===== config.mk =====
export PLATFORM = sky130hd
export DESIGN_NAME = dac_datapath_control_regs
export DESIGN_NICKNAME = d
export VERILOG_FILES = /design/src/common/dac_ctrl_pkg.sv /design/src/common/dp_ctrl_if.sv /design/src/logic/dp_tail_stage.sv /design/src/logic/dac_datapath_control_regs.sv
export SDC_FILE = /design/constraint.sdc
export NUM_CORES = 1
export LEC_CHECK = 0
export BUFFER_PORTS_ARGS = -buffer_cell sky130_fd_sc_hd__buf_2
export CAP_MARGIN = 20
export CORE_UTILIZATION = 48
export CTS_BUF_LIST = sky130_fd_sc_hd__clkbuf_16
export DETAILED_ROUTE_END_ITERATION = 10
export GPL_TIMING_DRIVEN = 1
export HOLD_SLACK_MARGIN = 0.06
export PLACE_DENSITY = 0.86
export SLEW_MARGIN = 15
export SYNTH_ARGS = -nofsm -noshare
export SYNTH_HDL_FRONTEND = slang
export SYNTH_HIERARCHICAL = 1
export SYNTH_SLANG_ARGS = --single-unit

===== constraint.sdc =====
create_clock -name CLOCK -period 1.68 [get_ports CLOCK]
set_input_delay 0 -clock CLOCK [delete_from_list [all_inputs] [get_ports CLOCK]]
set_output_delay 0 -clock CLOCK [all_outputs]
set_load 0.01 [all_outputs]

===== src/common/dac_ctrl_pkg.sv =====
package dac_ctrl_pkg;

	// ************************************************************
	// register map
	// ************************************************************
	localparam int             ADDR_W              = 12;
	localparam int             REG_W               = 8;
	localparam logic [11:0]    CAL_INIT_CODE_ADDR  = 12'h0ed;
	localparam logic [11:0]    SAMPLE_FORMAT_ADDR  = 12'h110;
	localparam logic [11:0]    FEATURE_CTRL_ADDR   = 12'h111;

	// ************************************************************
	// reset values and calibration go code
	// ************************************************************
	localparam logic [7:0]     CAL_INIT_CODE_RST   = 8'ha6;
	localparam logic [7:0]     CAL_INIT_CODE_GO    = 8'ha2;
	localparam logic           OFFSET_BINARY_RST   = 1'h0;
	localparam logic           INVERSE_SINC_RST    = 1'h1;
	localparam logic           DIGITAL_GAIN_RST    = 1'h1;
	localparam logic           PHASE_COMP_RST      = 1'h0;
	localparam logic           NEG_SIDEBAND_RST    = 1'h0;
	localparam logic           ROUTE_RST           = 1'h0;

	// ************************************************************
	// field positions
	// ************************************************************
	localparam int             OFFSET_BINARY_BIT   = 7;
	localparam int             INVERSE_SINC_BIT    = 7;
	localparam int             DIGITAL_GAIN_BIT    = 5;
	localparam int             PHASE_COMP_BIT      = 4;
	localparam int             MOD_SEL_HI          = 3;
	localparam int             MOD_SEL_LO          = 2;
	localparam int             NEG_SIDEBAND_BIT    = 1;
	localparam int             ROUTE_BIT           = 0;

	// ************************************************************
	// modulation modes and register select codes
	// ************************************************************
	typedef enum logic [1:0] {
		MOD_NONE   = 2'h0,
		MOD_FINE   = 2'h1,
		MOD_FS_4   = 2'h2,
		MOD_FS_8   = 2'h3
	} mod_sel_t;

	localparam mod_sel_t       MOD_SEL_RST         = MOD_NONE;

	typedef enum logic [1:0] {
		REG_CAL_INIT,
		REG_FORMAT,
		REG_FEATURE,
		REG_NONE
	} reg_sel_t;

endpackage : dac_ctrl_pkg


===== src/common/dp_ctrl_if.sv =====
`timescale 1ns/1ps
interface dp_ctrl_if;
	import dac_ctrl_pkg::*;

	logic       offset_binary;
	logic       inphase_to_quad_route;
	logic       neg_sideband;
	mod_sel_t   mod_sel;

	modport regs  (output offset_binary, output inphase_to_quad_route,
		output neg_sideband, output mod_sel);
	modport stage (input offset_binary, input inphase_to_quad_route,
		input neg_sideband, input mod_sel);
endinterface : dp_ctrl_if


===== src/logic/dp_tail_stage.sv =====
`timescale 1ns/1ps
module dp_tail_stage
	import dac_ctrl_pkg::*;
#(
	parameter int SAMPLE_W = 16,
	parameter int TW_W     = 48
) (
	input  wire logic                clock,
	input  wire logic                rst_b,
	dp_ctrl_if.stage                 ctrl,
	input  wire logic                in_valid,
	input  wire logic [SAMPLE_W-1:0] in_i,
	input  wire logic [SAMPLE_W-1:0] in_q,
	input  wire logic [TW_W-1:0]     tw_in,
	output logic                     out_valid,
	output logic      [SAMPLE_W-1:0] out_i,
	output logic      [SAMPLE_W-1:0] out_q,
	output logic      [TW_W-1:0]     tw_out
);

	// ************************************************************
	// format conversion to internal twos complement
	// ************************************************************
	logic [SAMPLE_W-1:0] conv_i;
	logic [SAMPLE_W-1:0] conv_q;
	logic [SAMPLE_W-1:0] msb_flip;

	// offset binary differs from twos complement only in the sign bit
	assign msb_flip = {ctrl.offset_binary, {(SAMPLE_W-1){1'b0}}}; // (RULE3)
	assign conv_i   = in_i ^ msb_flip;                            // (RULE3)
	assign conv_q   = in_q ^ msb_flip;                            // (RULE3)

	// ************************************************************
	// output stage, last point before the converters
	// ************************************************************
	always_ff @(posedge clock) begin
		if (!rst_b) begin
			out_valid <= 1'b0;
			out_i     <= '0;
			out_q     <= '0;
		end else begin
			out_valid <= in_valid;
			if (in_valid) begin
				out_i <= conv_i;
				out_q <= ctrl.inphase_to_quad_route ? conv_i : conv_q; // (RULE9)
			end
		end
	end

	// ************************************************************
	// tuning word sign for sideband selection
	// ************************************************************
	always_ff @(posedge clock) begin
		if (!rst_b) begin
			tw_out <= '0;
		end else if (ctrl.neg_sideband && ctrl.mod_sel == MOD_FINE) begin
			tw_out <= TW_W'(~tw_in + 1'b1); // (RULE8)
		end else begin
			tw_out <= tw_in;
		end
	end

endmodule : dp_tail_stage


===== src/logic/dac_datapath_control_regs.sv =====
// Overview of operation
// (RULE1) Software loads the calibration init code with 0xa2 before any calibration run.
// (RULE2) The calibration init code is an 8-bit read/write register resetting to 0xa6.
// (RULE3) Format bit 7 low means twos complement samples, high means offset binary; reset 0.
// (RULE4) Feature bit 7 enables the inverse sinc filter and resets to 1.
// (RULE5) Feature bit 5 enables the digital gain stage and resets to 1.
// (RULE6) Feature bit 4 enables phase compensation and resets to 0.
// (RULE7) Feature bits 3:2 pick none, fine, fs/4 coarse or fs/8 coarse modulation; reset 00.
// (RULE8) Feature bit 1 negates the tuning word, only while fine modulation is selected.
// (RULE9) Feature bit 0 sends in-phase data into the quadrature path at the datapath end.
// (RULE10) The calibration enable must stay high for coefficients to be applied.
// (RULE11) A rising edge of the calibration start bit launches calibration of the paged converters.
// (RULE12) Reserved bits of format and feature registers read zero and ignore writes.
`timescale 1ns/1ps
module dac_datapath_control_regs
	import dac_ctrl_pkg::*;
#(
	parameter int SAMPLE_W = 16,
	parameter int TW_W     = 48,
	parameter int PAGE_W   = 4
) (
	input  wire logic                CLOCK,
	input  wire logic                RST_B,
	input  wire logic [ADDR_W-1:0]   REG_ADDR,
	input  wire logic                REG_WR,
	input  wire logic [REG_W-1:0]    REG_WDATA,
	input  wire logic                REG_RD,
	output logic      [REG_W-1:0]    REG_RDATA,
	output logic                     REG_RVALID,
	input  wire logic                CAL_ENABLE_BIT,
	input  wire logic                CAL_START_BIT,
	input  wire logic [PAGE_W-1:0]   CAL_PAGE,
	output logic                     CAL_LAUNCH,
	output logic      [PAGE_W-1:0]   CAL_LAUNCH_PAGE,
	output logic                     CAL_COEFF_APPLY,
	output logic                     CAL_INIT_READY,
	output logic      [REG_W-1:0]    CAL_INIT_VALUE,
	output logic                     INVERSE_SINC_ON,
	output logic                     DIGITAL_GAIN_ON,
	output logic                     PHASE_COMP_ON,
	output logic      [1:0]          MOD_SELECT,
	input  wire logic                SAMPLE_VALID,
	input  wire logic [SAMPLE_W-1:0] SAMPLE_I,
	input  wire logic [SAMPLE_W-1:0] SAMPLE_Q,
	input  wire logic [TW_W-1:0]     TUNING_WORD,
	output logic                     DAC_VALID,
	output logic      [SAMPLE_W-1:0] DAC_I,
	output logic      [SAMPLE_W-1:0] DAC_Q,
	output logic      [TW_W-1:0]     TUNING_WORD_EFF
);

	// ************************************************************
	// address decode
	// ************************************************************
	function automatic reg_sel_t decode(input logic [ADDR_W-1:0] addr);
		unique case (addr)
			CAL_INIT_CODE_ADDR: decode = REG_CAL_INIT;
			SAMPLE_FORMAT_ADDR: decode = REG_FORMAT;
			FEATURE_CTRL_ADDR:  decode = REG_FEATURE;
			default:            decode = REG_NONE;
		endcase
	endfunction : decode

	dp_ctrl_if   ctrl ();

	logic [7:0]  cal_init_code;
	logic        offset_binary;
	logic        inverse_sinc_on;
	logic        digital_gain_on;
	logic        phase_comp_on;
	mod_sel_t    mod_sel;
	logic        neg_sideband;
	logic        inphase_to_quad_route;
	logic        start_prev;
	reg_sel_t    wr_sel;
	reg_sel_t    rd_sel;
	logic [7:0]  format_word;
	logic [7:0]  feature_word;

	assign wr_sel = decode(REG_ADDR);
	assign rd_sel = decode(REG_ADDR);

	// ************************************************************
	// write strobes, one per register
	// ************************************************************
	logic        wr_cal_init;
	logic        wr_format;
	logic        wr_feature;

	assign wr_cal_init = REG_WR && (wr_sel == REG_CAL_INIT);
	assign wr_format   = REG_WR && (wr_sel == REG_FORMAT);
	assign wr_feature  = REG_WR && (wr_sel == REG_FEATURE);

	// ************************************************************
	// register writes
	// ************************************************************
	always_ff @(posedge CLOCK) begin
		if (!RST_B) begin
			cal_init_code <= CAL_INIT_CODE_RST; // (RULE2)
		end else if (wr_cal_init) begin
			cal_init_code <= REG_WDATA; // (RULE2)
		end
	end

	// reserved bits hold no storage, so writes to them vanish
	always_ff @(posedge CLOCK) begin
		if (!RST_B) begin
			offset_binary <= OFFSET_BINARY_RST;
		end else if (wr_format) begin
			offset_binary <= REG_WDATA[OFFSET_BINARY_BIT]; // (RULE3) (RULE12)
		end
	end

	// every field is taken at once, so software does read-modify-write
	always_ff @(posedge CLOCK) begin
		if (!RST_B) begin
			inverse_sinc_on       <= INVERSE_SINC_RST;
			digital_gain_on       <= DIGITAL_GAIN_RST;
			phase_comp_on         <= PHASE_COMP_RST;
			mod_sel               <= MOD_SEL_RST;
			neg_sideband          <= NEG_SIDEBAND_RST;
			inphase_to_quad_route <= ROUTE_RST;
		end else if (wr_feature) begin
			inverse_sinc_on       <= REG_WDATA[INVERSE_SINC_BIT];          // (RULE4)
			digital_gain_on       <= REG_WDATA[DIGITAL_GAIN_BIT];          // (RULE5)
			phase_comp_on         <= REG_WDATA[PHASE_COMP_BIT];            // (RULE6)
			mod_sel               <= mod_sel_t'(REG_WDATA[MOD_SEL_HI:MOD_SEL_LO]); // (RULE7)
			neg_sideband          <= REG_WDATA[NEG_SIDEBAND_BIT];          // (RULE8)
			inphase_to_quad_route <= REG_WDATA[ROUTE_BIT];                 // (RULE9)
		end
	end

	// ************************************************************
	// readback
	// ************************************************************
	// reserved and unmapped bits answer zero, never stale data
	always_comb begin
		format_word                    = 8'h00;
		format_word[OFFSET_BINARY_BIT] = offset_binary; // (RULE12)
		feature_word                   = 8'h00;
		feature_word[INVERSE_SINC_BIT] = inverse_sinc_on;
		feature_word[DIGITAL_GAIN_BIT] = digital_gain_on;
		feature_word[PHASE_COMP_BIT]   = phase_comp_on;
		feature_word[MOD_SEL_HI:MOD_SEL_LO] = mod_sel;
		feature_word[NEG_SIDEBAND_BIT] = neg_sideband;
		feature_word[ROUTE_BIT]        = inphase_to_quad_route;
	end

	always_ff @(posedge CLOCK) begin
		if (!RST_B) begin
			REG_RDATA  <= 8'h00;
			REG_RVALID <= 1'b0;
		end else begin
			REG_RVALID <= REG_RD;
			if (REG_RD) begin
				unique case (rd_sel)
					REG_CAL_INIT: REG_RDATA <= cal_init_code;
					REG_FORMAT:   REG_RDATA <= format_word;
					REG_FEATURE:  REG_RDATA <= feature_word;
					REG_NONE:     REG_RDATA <= 8'h00;
				endcase
			end
		end
	end

	// ************************************************************
	// calibration hooks
	// ************************************************************
	// start bit is written on this clock, so no synchroniser
	logic        start_rise;

	// a start bit held high launches only once
	assign start_rise = CAL_START_BIT && !start_prev; // (RULE11)

	always_ff @(posedge CLOCK) begin
		if (!RST_B) begin
			start_prev      <= 1'b0;
			CAL_LAUNCH      <= 1'b0;
			CAL_LAUNCH_PAGE <= '0;
		end else begin
			start_prev <= CAL_START_BIT;
			CAL_LAUNCH <= start_rise; // (RULE11)
			if (start_rise) begin
				CAL_LAUNCH_PAGE <= CAL_PAGE; // (RULE11)
			end
		end
	end

	// engine may check this flag; a wrong code is not blocked here
	assign CAL_INIT_READY  = (cal_init_code == CAL_INIT_CODE_GO); // (RULE1)
	assign CAL_INIT_VALUE  = cal_init_code;
	assign CAL_COEFF_APPLY = CAL_ENABLE_BIT; // (RULE10)

	// ************************************************************
	// feature outputs and datapath tail
	// ************************************************************
	assign INVERSE_SINC_ON = inverse_sinc_on; // (RULE4)
	assign DIGITAL_GAIN_ON = digital_gain_on; // (RULE5)
	assign PHASE_COMP_ON   = phase_comp_on;   // (RULE6)
	assign MOD_SELECT      = mod_sel;         // (RULE7)

	assign ctrl.offset_binary         = offset_binary;
	assign ctrl.inphase_to_quad_route = inphase_to_quad_route;
	assign ctrl.neg_sideband          = neg_sideband;
	assign ctrl.mod_sel               = mod_sel;

	// sideband and routing act in the tail, after format conversion
	dp_tail_stage #(
		.SAMPLE_W (SAMPLE_W),
		.TW_W     (TW_W)
	) u_tail (
		.clock     (CLOCK),
		.rst_b     (RST_B),
		.ctrl      (ctrl.stage),
		.in_valid  (SAMPLE_VALID),
		.in_i      (SAMPLE_I),
		.in_q      (SAMPLE_Q),
		.tw_in     (TUNING_WORD),
		.out_valid (DAC_VALID),
		.out_i     (DAC_I),
		.out_q     (DAC_Q),
		.tw_out    (TUNING_WORD_EFF)
	);

endmodule : dac_datapath_control_regs


# Word-level counts from Yosys, hierarchy flattened
# Cells that the tools add are included.
# totals
register_bits	112
input_bits	111
out_inout_bits	110
elab_cells	40
# op_classes
add_sub_neg	1
n_eq_ne	8
n_mux	4
n_bitwise	3
n_reduce_logical	7
# op_table
operator	n
$add A48 B1 Y48 const B	1
$mux W48	1
$not A48 Y48	1
$pmux W8 S4	1
$xor A16 B16 Y16	2
$eq A12 B9 Y1 const B	2
$mux W16	1
$eq A12 B8 Y1 const B	1
$eq A8 B8 Y1 const B	1
$pmux W2 S3	1
$logic_and A1 B1 Y1	5
$eq A2 B1 Y1 const B	2
$eq A2 B2 Y1 const B	2
$logic_not A2 Y1	1
$logic_not A1 Y1	1

# Logic depth before layout (Yosys ltp)
# Gate-level depths: netlist of the first run.
# depth
ltp_word	4
mapped_depth	8
mapped_depth_nobuf	7

# By module
# The synthesis of the first run kept the hierarchy.
# by_module_without_submodules
mod	n_inst	cells_each	area_per_inst_um2	seq_area_each_um2
dp_tail_stage	1	416	3822.4	1621.6
dac_datapath_control_regs	1	148	1407.6	620.6

# Worst setup path after synthesis of the first run
# Ideal clock, no wire load.
# synth_timing
path_type	flip-flop to flip-flop
startpoint	register mod_sel[0] (netlist: MOD_SELECT[0])
endpoint	register u_tail.tw_out[18]
setup_ps	128
arrival_time_ps	1380
required_time_ps	1552
slack_ps	173
path_stages_with_launch	7
path_buffers	2
period_less_slack_ps	1507
cell_sequence	dfxtp_1 -> and3b_1 -> clkbuf_1 -> clkbuf_1 -> o21ai_0 -> xor2_1 -> nor2_1
# synth_between
elab_chain_cells	3
# synth_lines
item	line	source
from (decl)	dac_datapath_control_regs.sv:71	mod_sel_t mod_sel;
from (signal assigned)	dac_datapath_control_regs.sv:127	mod_sel <= mod_sel_t'(REG_WDATA[MOD_SEL_HI:MOD_SEL_LO]);
$eq A2 B1 Y1	dp_tail_stage.sv:56	end else if (ctrl.neg_sideband && ctrl.mod_sel == MOD_FINE) begin
$logic_and A1 B1 Y1	dp_tail_stage.sv:56	
$mux W48	dp_tail_stage.sv:56	
to (signal assigned)	dp_tail_stage.sv:57	tw_out <= TW_W'(~tw_in + 1'b1);
to (signal assigned)	dp_tail_stage.sv:59	tw_out <= tw_in;
to (decl)	dp_tail_stage.sv:18	output logic [TW_W-1:0] tw_out
# Every way passes these cells.
# A chain may end at the register's enable or synchronous reset.

# Worst setup path in the final report of the first run
# layout_timing
startpoint	input port TUNING_WORD[34]
endpoint	register u_tail.tw_out[45]
# layout_between
elab_chain_cells	3
# layout_lines
item	line	source
from (decl)	dac_datapath_control_regs.sv:45	input wire logic [TW_W-1:0] TUNING_WORD,
$not A48 Y48	dp_tail_stage.sv:57	
$add A48 B1 Y48	dp_tail_stage.sv:57	
$mux W48	dp_tail_stage.sv:56	
# Every way passes these cells.

==> summary.md, run 1 <==
| Metric | Value |
|---|---|
| Outcome | `complete, no violations` |
| CTS Buf Count | `9` |
| Unrepaired setup endpoints after global routing | `yes` |
| Slew Viols, Final | `0` |
| Max Used Layer | `met4` |
| Slew margin rel. | `59.60%` |
| Cell-internal power | `4.597 mW` |
| Core Footprint | `0.01046 mm²` |
| Post-Route Utilization | `75.42%` |
| Sw frac | `roughly 25%` |
| Synth top cells by count | `dfxtp_1, nor2_1, mux2i_1` |
| Mapped Cells | `564` |
| Worst-path clk slew | `0.08 ns` |
| CP max-delay cell | `dlygate4sd3_1` |
| Met2 Wirelength | `between 8 and 9 mm` |
| Initial antenna violation count | `0` |
| CTS root buffer | `clkbuf_16` |
| Max cap viols | `0` |
| Minimum clock period | `~1.7 ns` |
| Final net count | `986` |
| Die area | `0.01132 mm²` |
| Vias in the first global route | `between 5k and 6k` |
| Routability Congestion | `a little under 0.9` |
| Seq/Total Area, Yosys | `between 40% and 50%` |
| Vias | `5482` |
| Combinational power share | `roughly 16%` |
| Net Switching | `1.564 mW` |
| Most frequent cell after synthesis | `dfxtp_1` |
| Leading post-synthesis cells by cell area | `dfxtp_1, mux2i_1, nor2_1` |
| Post-synthesis register bit count | `112` |
| Post-Syn Area | `0.005230 mm²` |
| Setup bufs post-CTS | `0` |
| Largest buffer count on any clock path | `2` |
| Die width | `106.4 µm` |
| Die Ht | `106.4 µm` |
| Initial DRC Count | `278` |
| CP Data Arrival Time | `1.94 ns` |
| Lkg Pwr | `3.418 nW` |
| Maximum clock frequency | `between 0.5 and 0.6 GHz` |
| Async set-reset flop share out of synthesis | `0%` |
| Multi-input logic area | `0.002835 mm²` |
| Number of flops mapped to enable cells by yosys | `0` |
| Synthesis-to-finish area growth | `50.89%` |
| Critical path type | `input port to flop` |
| Pwr Density | `slightly below 800 mW/mm²` |
| Critical path buffers and inverters | `2` |
| Area share of the largest cell type after synthesis | `42.87%` |
| Setup_tns | `0 ns` |
| Diodes inserted | `0` |
| Clock Latency Late Sink | `0.35 ns` |
| WL per Instance | `16.63 µm` |
| Slew @ Worst Pin | `0.6051 ns` |
| Flop2flop setup slack | `0.27 ns` |
| Worst Min Path Start | `REG_ADDR[9]` |
| Row count | `37` |
| Port Buffers | `218` |
| Setup violators final | `0` |
| Crit path required time | `1.95 ns` |
| DRC violations left | `0` |
| Reg-to-reg critical path startpoint | `MOD_SELECT[1]` |
| Hold path endpoint | `REG_RDATA[7]` |
| Maximum number of pins on one net before global-route repair | `50` |
| Worst vdd ir | `just over 0.6 mV` |
| Gr ovfl total | `0` |
| Layout cell share with drive strength beyond 1 | `34.81%` |
| First-pass GRT wire length | `approximately 26 mm` |
| Tcrit/Tclk final | `99.54%` |
| Starting Density | `49.99%` |
| Syn Nets | `676` |
| WHS Path Cells | `4` |
| Dpl hpwl | `about 10 mm` |
| Reg2reg end | `u_tail/tw_out[45]` |
| Ys flop type | `dfxtp_1` |
| Cell taking the most area after synthesis | `dfxtp_1` |
| Reg area | `0.002242 mm²` |
| Reg power frac | `46.0%` |
| Worst r2r path cells | `5` |
| Synth Area per Inst | `9.273 µm²` |
| Final Hold Vio Count | `0` |
| Vias/cell | `5.401` |
| Yosys warnings | `6` |
| Fill count | `694` |
| CTS tree | `yes` |
| Gr usage total | `29.22%` |
| First-pass iteration count of the detailed router | `5` |
| Routed wl met3 | `1.155 mm` |
| Final wirelength | `approximately 17 mm` |
| Crit-path cells | `dlygate4sd3_1 -> buf_2 -> nor4_2 -> nand4_1 -> o31ai_2 -> a21oi_1 -> nor3_1` |
| Tot Pwr | `~6 mW` |
| Worst path top cell family by delay | `simple AND/OR/NAND/NOR gates` |
| Clock power share | `between 30% and 40%` |
| Min-Delay Path Class | `input port to flop` |
| Worst path max stage delay | `0.54 ns` |
| DRT antenna net count | `0` |
| H-tree Lvls | `3` |
| Metal-1 WL | `6.248 mm` |
| Crit path launch type | `input port` |
| Num ports | `221` |
| Worst Skew | `0.005158 ns` |
| Critical Path Sink Type | `flop` |
| Max FO, Critical Path | `4` |
| Netlist cell types | `54` |
| Clock Sinks | `112` |
kinds of logic after synthesis:
logic type | synth area share [%]
xor+xnor | 5.191
flops | 42.87
compound gates | 13.52
mux | 9.019
fa+ha+maj | 0.2392
buf+inv | 4.354
simple gates | 24.81
layer usage:
layer / up-vias / global-route usage [%]
met5: - / 0
met4: 0 / 14.98
met3: 58 / 5.395
met2: 290 / 54.78
met1: 2522 / 30.86
li1: 2612 / -
sequential cells by signal (all words and copies together) (netlist names), 2 cells and up:
| signal | count |
|---|---|
| CAL_LAUNCH_PAGE | 4 |
| MOD_SELECT | 2 |
| u_tail/out_q | 16 |
| CAL_INIT_VALUE | 8 |
| u_tail/out_i | 16 |
| REG_RDATA | 8 |
| u_tail/tw_out | 48 |
what timing repair did:
action | in CTS | in global routing
endpoints found under the hold margin | 106 | 0
setup endpoints to repair | 0 | 11
resized for setup | 0 | 13
hold buffers | 95 | 0
worst max-delay path by stage:
| stage | cells past startpoint | startpoint | end | slack [ns] |
|---|---|---|---|---|
| after floorplan | 6 | MOD_SELECT[0] | u_tail/tw_out[18] | 0.17 |
| after global placement | 8 | TUNING_WORD[6] | u_tail/tw_out[34] | 0.08 |
| after detailed placement | 7 | TUNING_WORD[16] | u_tail/tw_out[40] | 0.05 |
| after CTS | 7 | TUNING_WORD[34] | u_tail/tw_out[47] | 0.0004 |
| after global routing | 7 | TUNING_WORD[27] | u_tail/tw_out[45] | -0.11 |
| final | 7 | TUNING_WORD[34] | u_tail/tw_out[45] | 0.008 |
worst reg2reg max path: stages, from the launching register on:
cell,delay (ns)
dfxtp_1,0.36
and3b_1,0.28
buf_12,0.19
o31ai_1,0.15
and3_1,0.19
nor3_1,0.15
cells in the final DEF, fill, tap and decap left out, drive strengths merged, types with 2 or more instances in the layout:
cell	n
xor2	22
xnor2	9
o21ai	18
inv	10
buf	242
a31oi	12
o41ai	8
and3	3
nor4	14
clkinv	3
nand2b	13
dlygate4sd3	95
bufinv	2
clkbuf	9
nand3	24
or3	9
and4b	2
o31ai	12
nor3	12
and2	5
a211oi	16
nand2	48
nor2b	8
nand4	9
nor4b	3
a21oi	16
dfxtp	112
mux2i	46
or2	2
a21boi	10
nor2	74
metrics by stage:
step / hold slack, ns / worst slack [ns] / cell area [µm²] / cells
floorplan: 0.09177 / 0.1726 / 5230 / 564
global placement: 0.0001391 / 0.08167 / 6536 / 904
detailed placement: 0.0001391 / 0.04911 / 6536 / 904
CTS: 0.06030 / 0.0004075 / 7816 / 1015
global route: 0.09615 / -0.1124 / 7891 / 1015
finish: 0.07273 / 0.007725 / 7891 / 1015
power groups by stage:
stage | clock network [mW] | registers, mW | logic, mW
finish | 2.35 | 2.83 | 0.982
global route | 2.46 | 2.84 | 1.05
CTS | 2.37 | 2.83 | 0.940
detailed placement | 0 | 2.89 | 0.764
global placement | 0 | 2.89 | 0.749
floorplan | 0 | 2.96 | 0.288
final cells by class:
type                            count  share of cell area [%]
Multi-Input combinational cell    406                   35.93
Clock buffer                        9                   2.854
Clock inverter                      7                   1.316
Timing Repair Buffer              337                   28.95
Sequential cell                   112                   28.41
Inverter                            8                  0.3805
Tap cell                          136                   2.156
(Power assumes the default switching activity.)
==> run 2: changes to the inputs <==
--- a/config.mk
+++ b/config.mk
@@ -7,12 +7,15 @@
 export LEC_CHECK = 0
 export BUFFER_PORTS_ARGS = -buffer_cell sky130_fd_sc_hd__buf_2
 export CAP_MARGIN = 20
-export CORE_UTILIZATION = 48
+export CELL_PAD_IN_SITES_DETAIL_PLACEMENT = 1
+export CELL_PAD_IN_SITES_GLOBAL_PLACEMENT = 2
+export CORE_UTILIZATION = 27
 export CTS_BUF_LIST = sky130_fd_sc_hd__clkbuf_16
 export DETAILED_ROUTE_END_ITERATION = 10
 export GPL_TIMING_DRIVEN = 1
 export HOLD_SLACK_MARGIN = 0.06
-export PLACE_DENSITY = 0.86
+export PLACE_DENSITY = 0.85
+export REMOVE_ABC_BUFFERS = 1
 export SLEW_MARGIN = 15
 export SYNTH_ARGS = -nofsm -noshare
 export SYNTH_HDL_FRONTEND = slang
==> run 2 against run 1 <==
Against the previous run:
- clock-buffer cell count stayed put
- sequential share of layout area is 0.81 points lower
- via count decreased by 1.4%
- clock skew rose by 0.0013 ns
- total power decreased by 0.47%
- sequential cell count unchanged
- critical path depth did not move
- routed wire length is 11% higher
- cell count grew 13%
- worst setup slack gained 0.061 ns
- worst hold slack better by 0.0094 ns
- largest cell class unchanged
- highest routed layer unchanged
==> summary.md, run 2 (synthesized netlist as in run 1, its figures left out) <==
| Metric | Value |
|---|---|
| DRC violations left | `0` |
| Largest buffer count on any clock path | `2` |
| Worst-path clk slew | `0.08 ns` |
| Outcome | `complete, no violations` |
| Starting Density | `27.77%` |
| CTS root buffer | `clkbuf_16` |
| Vias in the first global route | `5580` |
| PnR worst setup slack | `0.06917 ns` |
| CP Data Arrival Time | `1.85 ns` |
| Slew @ Worst Pin | `0.4642 ns` |
| Pwr Density | `754.8 mW/mm²` |
| Gr ovfl total | `0` |
| Port Buffers | `between 200 and 250` |
| Maximum number of pins on one net before global-route repair | `50` |
| WL per Instance | `16.41 µm` |
| Min-Delay Path Class | `input port to flop` |
| Maximum clock frequency | `0.6208 GHz` |
| Crit path required time | `about 1.9 ns` |
| Worst vdd ir | `0.4879 mV` |
| Top flop regs | `u_tail/tw_out (48), u_tail/out_i (16), u_tail/out_q (16)` |
| CTS tree | `yes` |
| Layout cell share with drive strength beyond 1 | `34.46%` |
| Gr usage total | `about a fifth` |
| M1 GR Usage | `22.82%` |
| Flip-flop count of the largest register after layout | `48` |
| Vias | `5403` |
| Worst Skew | `roughly 0.0065 ns` |
| Die width | `141.2 µm` |
| First-pass GRT wire length | `29.48 mm` |
| Dpl hpwl | `12.13 mm` |
| Initial antenna violation count | `0` |
| Minimum clock period | `1.611 ns` |
| Vias/cell | `approximately 4.7` |
| Placement Setup Slack | `-0.02883 ns` |
| Crit path launch type | `input port` |
| Die area | `0.01993 mm²` |
| Slew margin rel. | `68.99%` |
| Core Footprint | `0.01883 mm²` |
| Final wirelength | `18.79 mm` |
| Final net count | `~990` |
| Clock Latency Late Sink | `0.35 ns` |
| Most frequent cells in the layout | `buf_2, dfxtp_1, dlygate4sd3_1` |
| Gr busiest metal | `met2` |
| Commonest non-fill, non-tap cell in the layout | `buf_2` |
| Critical Path Sink Type | `flop` |
| First-pass iteration count of the detailed router | `4` |
| Initial DRC Count | `146` |
| Max FO, Critical Path | `4` |
| Num ports | `221` |
| Setup violators final | `0` |
| Tot Pwr | `6.132 mW` |
| Diodes inserted | `0` |
| Tcrit/Tclk final | `95.88%` |
| Die Ht | `141.2 µm` |
| Synthesis-to-finish area growth | `55.33%` |
| Met2 Resource Use GR | `31.55%` |
| DRT antenna net count | `0` |
| Max cap viols | `0` |
| Row count | `50` |
| Clock Sinks | `112` |
| Routability Congestion | `between 0.7 and 0.8` |
| CTS Buf Count | `9` |
| Top reg by flops | `u_tail/tw_out` |
| Grt met3 use | `3.567%` |
| H-tree Lvls | `3` |
| Critical path type | `input port to flop` |
| Lkg Pwr | `3.475 nW` |
| Unrepaired setup endpoints after global routing | `no` |
| Slew Viols, Final | `0` |
| Final Hold Vio Count | `0` |
run 2: cell types whose count changed in the layout (fill, tap and decap cells not counted), sizes merged:
cell,before,now
clkinvlp,0,2
clkinv,3,1
bufinv,2,1
inv,10,11
buf,242,240
dlygate4sd3,95,101
dlymetal6s4s,0,2
run 2: power breakdown:
group          switching [mW]  internal [mW]  leakage, nW  total, mW
clock                    1.11           1.19        0.148       2.30
sequential             0.0512           2.78        0.926       2.83
combinational           0.501          0.496         2.40      0.996
run 2: worst paths after layout:
check             depth (start not counted)            start  slack, ns           endpoint
hold reg to reg                           1       start_prev       0.44         CAL_LAUNCH
hold / removal                            3           REG_WR       0.08      MOD_SELECT[1]
setup / recovery                          7  TUNING_WORD[20]       0.07  u_tail/tw_out[24]
setup reg to reg                          5    MOD_SELECT[0]       0.33  u_tail/tw_out[23]
run 2: worst max-delay path: stages:
cell and delay [ns]:
dlygate4sd3_1 0.53, buf_2 0.16, or3_1 0.40, or3_1 0.33
o31ai_2 0.20, xor2_1 0.16, nor2_1 0.07
run 2: area by class of cell:
type	count	area, µm²
Clock buffer	9	225.2
Fill cell	2222	10710
Timing Repair Buffer	343	2360
Inverter	8	30.03
Tap cell	260	325.3
Clock inverter	7	87.58
Multi-Input combinational cell	406	2854
Sequential cell	112	2242
run 2: repair_timing:
item | 4_1_cts | 5_1_grt
buffers inserted | 0 | 0
gates resized for setup | 0 | 17
setup endpoints to repair | 0 | 15
hold endpoints to repair | 104 | 0
hold buffers | 103 | 0
run 2: per-layer routing:
| metal | share of wire (%) | routed length, µm |
|---|---|---|
| met5 | 0 | 0 |
| met4 | 3.6 | 685 |
| met3 | 4.8 | 909 |
| met2 | 48 | 9065 |
| met1 | 43 | 8127 |
run 2: metrics by stage:
| stage | instance area, µm² | TNS [ns] | util [%] | std cells | hold slack, ns |
|---|---|---|---|---|---|
| finish | 8124 | 0 | 43.14 | 1145 | 0.08216 |
| global route | 8124 | 0 | 43.14 | 1145 | 0.1040 |
| CTS | 8035 | 0 | 42.67 | 1147 | 0.06514 |
| detailed placement | 6691 | -0.02883 | 35.53 | 1028 | 0.00006862 |
| global placement | 6691 | 0 | 35.53 | 1028 | 0.00006862 |
| floorplan | 5032 | -0.005249 | - | 526 | 0 |
==> run 3: changes to the inputs <==
--- a/config.mk
+++ b/config.mk
@@ -11,10 +11,10 @@
 export CELL_PAD_IN_SITES_GLOBAL_PLACEMENT = 2
 export CORE_UTILIZATION = 27
 export CTS_BUF_LIST = sky130_fd_sc_hd__clkbuf_16
+export CTS_CLUSTER_DIAMETER = 150
 export DETAILED_ROUTE_END_ITERATION = 10
 export GPL_TIMING_DRIVEN = 1
-export HOLD_SLACK_MARGIN = 0.06
-export PLACE_DENSITY = 0.85
+export PLACE_DENSITY_LB_ADDON = 0.15
 export REMOVE_ABC_BUFFERS = 1
 export SLEW_MARGIN = 15
 export SYNTH_ARGS = -nofsm -noshare
==> run 3 against run 2 <==
Against the previous run:
- the flow now finishes with violations (negative setup slack)
- combinational power is 4.7% lower
- global-route usage is 0.77 points lower
- critical path depth stayed put
- clock-buffer cell count stayed put
- highest routed layer unchanged
==> summary.md, run 3 (synthesized netlist as in run 1, its figures left out) <==
| Metric | Value |
|---|---|
| Vias/cell | `4.684` |
| Flip-flop count of the largest register after layout | `48` |
| Largest buffer count on any clock path | `2` |
| Top reg by flops | `u_tail/tw_out` |
| Slew @ Worst Pin | `0.4477 ns` |
| Port Buffers | `218` |
| Unrepaired setup endpoints after global routing | `yes` |
| WL per Instance | `roughly 16 µm` |
| Worst Skew | `0.007221 ns` |
| Failing checks | `negative setup slack` |
| Crit path launch type | `input port` |
| Placement Setup Slack | `-0.1353 ns` |
| Row count | `50` |
| Final wirelength | `around 18 mm` |
| Maximum clock frequency | `0.5938 GHz` |
| Tcrit/Tclk final | `100.3%` |
| CTS root buffer | `clkbuf_16` |
| Maximum number of pins on one net before global-route repair | `70` |
| First-pass iteration count of the detailed router | `4` |
| Commonest non-fill, non-tap cell in the layout | `buf_2` |
| Die area | `0.01993 mm²` |
| CP Data Arrival Time | `~1.9 ns` |
| Diodes inserted | `0` |
| Starting Density | `between 20 and 30%` |
| Placed cells | `about 1.0k` |
| Dpl hpwl | `12.56 mm` |
| Critical Path Sink Type | `flop` |
| Setup_tns | `-0.004208 ns` |
| H-tree Lvls | `3` |
| Worst path max stage delay | `0.54 ns` |
| Reg area | `~0.0022 mm²` |
| Initial DRC Count | `between 100 and 150` |
| CP most frequent cell | `or3_1` |
| Worst vdd ir | `0.4343 mV` |
| Synthesis-to-finish area growth | `50.86%` |
| Fill count | `2220` |
| Num ports | `221` |
| Crit-path cells | `dlygate4sd3_1 -> buf_2 -> or3_1 -> or3_1 -> o31ai_1 -> xor2_1 -> nor2_1` |
| Worst Min Path Start | `CAL_ENABLE_BIT` |
| Layout cell share with drive strength beyond 1 | `35.99%` |
| Setup violators final | `1` |
| Flop2flop setup slack | `0.27 ns` |
| Gr usage total | `18.00%` |
| Slew Viols, Final | `0` |
| Crit path required time | `1.92 ns` |
| CTS tree | `yes` |
| Core Footprint | `0.01883 mm²` |
| Slew margin rel. | `70.09%` |
| Gr ovfl total | `0` |
| Top flop regs | `u_tail/tw_out (48), u_tail/out_i (16), u_tail/out_q (16)` |
| Final net count | `974` |
| Outcome | `complete, but fails checks` |
| Min-Delay Path Class | `input port to output port` |
| Vias in the first global route | `5556` |
| Most frequent cells in the layout | `buf_2, dfxtp_1, dlygate4sd3_1` |
| DRC violations left | `0` |
| Reg-to-reg critical path startpoint | `MOD_SELECT[0]` |
| Critical path type | `input port to flop` |
| Die width | `between 100 and 150 µm` |
| Vias | `between 5k and 6k` |
| Initial antenna violation count | `0` |
| Die Ht | `roughly 140 µm` |
| DRT antenna net count | `0` |
| Routability Congestion | `0.7740` |
| Final Hold Vio Count | `0` |
| Final Cell Area | `about 0.0079 mm²` |
| Max cap viols | `0` |
| Clock Sinks | `112` |
| CTS Buf Count | `9` |
| DP Area | `0.006761 mm²` |
| Clock Latency Late Sink | `roughly 0.35 ns` |
| Lkg Pwr | `3.378 nW` |
| Fin cells | `1127` |
| Setup bufs post-CTS | `0` |
| Launch point of the worst path | `TUNING_WORD[21]` |
| Max FO, Critical Path | `4` |
| Post-Route Utilization | `between 40% and 50%` |
| Multi-input logic area | `0.002845 mm²` |
| Minimum clock period | `approximately 1.7 ns` |
| Worst-path clk slew | `0.08 ns` |
| Pwr Density | `739.6 mW/mm²` |
| First-pass GRT wire length | `about 28 mm` |
| PnR worst setup slack | `-0.004208 ns` |
| CP max-delay cell | `dlygate4sd3_1` |
[run 3: changes by cell type in the layout (fill, tap and decap cells not counted), moves of 2 or more]
cell            previous run  this run
dlygate4sd3_1            101        77
inv_8                      3         0
dlymetal6s4s_1             2         0
buf_2                    216       218
buf_12                     5         7
buf_4                     19        23
clkinv_2                   0         2
[run 3: area by class of cell]
type / count / area share (%)
inverters: 8 / 0.3806
flip-flops and latches: 112 / 28.42
multi-input cells: 406 / 36.06
well taps: 260 / 4.123
clock inverters: 7 / 0.6026
repair buffers: 325 / 27.56
clock buffers: 9 / 2.854
[run 3: metrics by stage]
stage          hold WS (ns)  total power, mW
2_1_floorplan             0            3.198
3_3_place_gp     0.00006862            3.672
3_5_place_dp     0.00006862            3.695
4_1_cts          0.00003295            5.911
5_1_grt          0.00006196            6.097
6_report         0.00002186            5.836
[run 3: routing by layer]
layer | global-route usage, % | vias up | wire length, µm
met5 | 0 | - | 0
met3 | 3.465 | 23 | 918
met1 | 21.32 | 2545 | 7839
met4 | 6.636 | 0 | 291
met2 | 32.07 | 131 | 8954
li1 | - | 2580 | -
[run 3: worst max-delay path, delay by kind of cell]
family / cells / cell delay, ns
simple gates: 3 / 0.79
buf+inv: 2 / 0.70
compound gates: 1 / 0.25
xor+xnor: 1 / 0.19
[run 3: worst paths after layout]
check                           end  cells after the start
setup / recovery  u_tail/tw_out[24]                      7
hold / removal      CAL_COEFF_APPLY                      0
setup reg to reg  u_tail/tw_out[45]                      5
hold reg to reg          CAL_LAUNCH                      1
[run 3: timing repair]
| item | in CTS | in global routing |
|---|---|---|
| gates resized for setup | 0 | 14 |
| setup endpoints to repair | 0 | 12 |
| endpoints found under the hold margin | 86 | 0 |
| hold buffers | 77 | 0 |
[run 3: where the power goes]
group | switching (mW) | internal (mW) | leakage (nW)
clock | 1.05 | 1.01 | 0.133
sequential | 0.0471 | 2.78 | 0.926
combinational | 0.481 | 0.468 | 2.32
total | 1.58 | 4.26 | 3.38
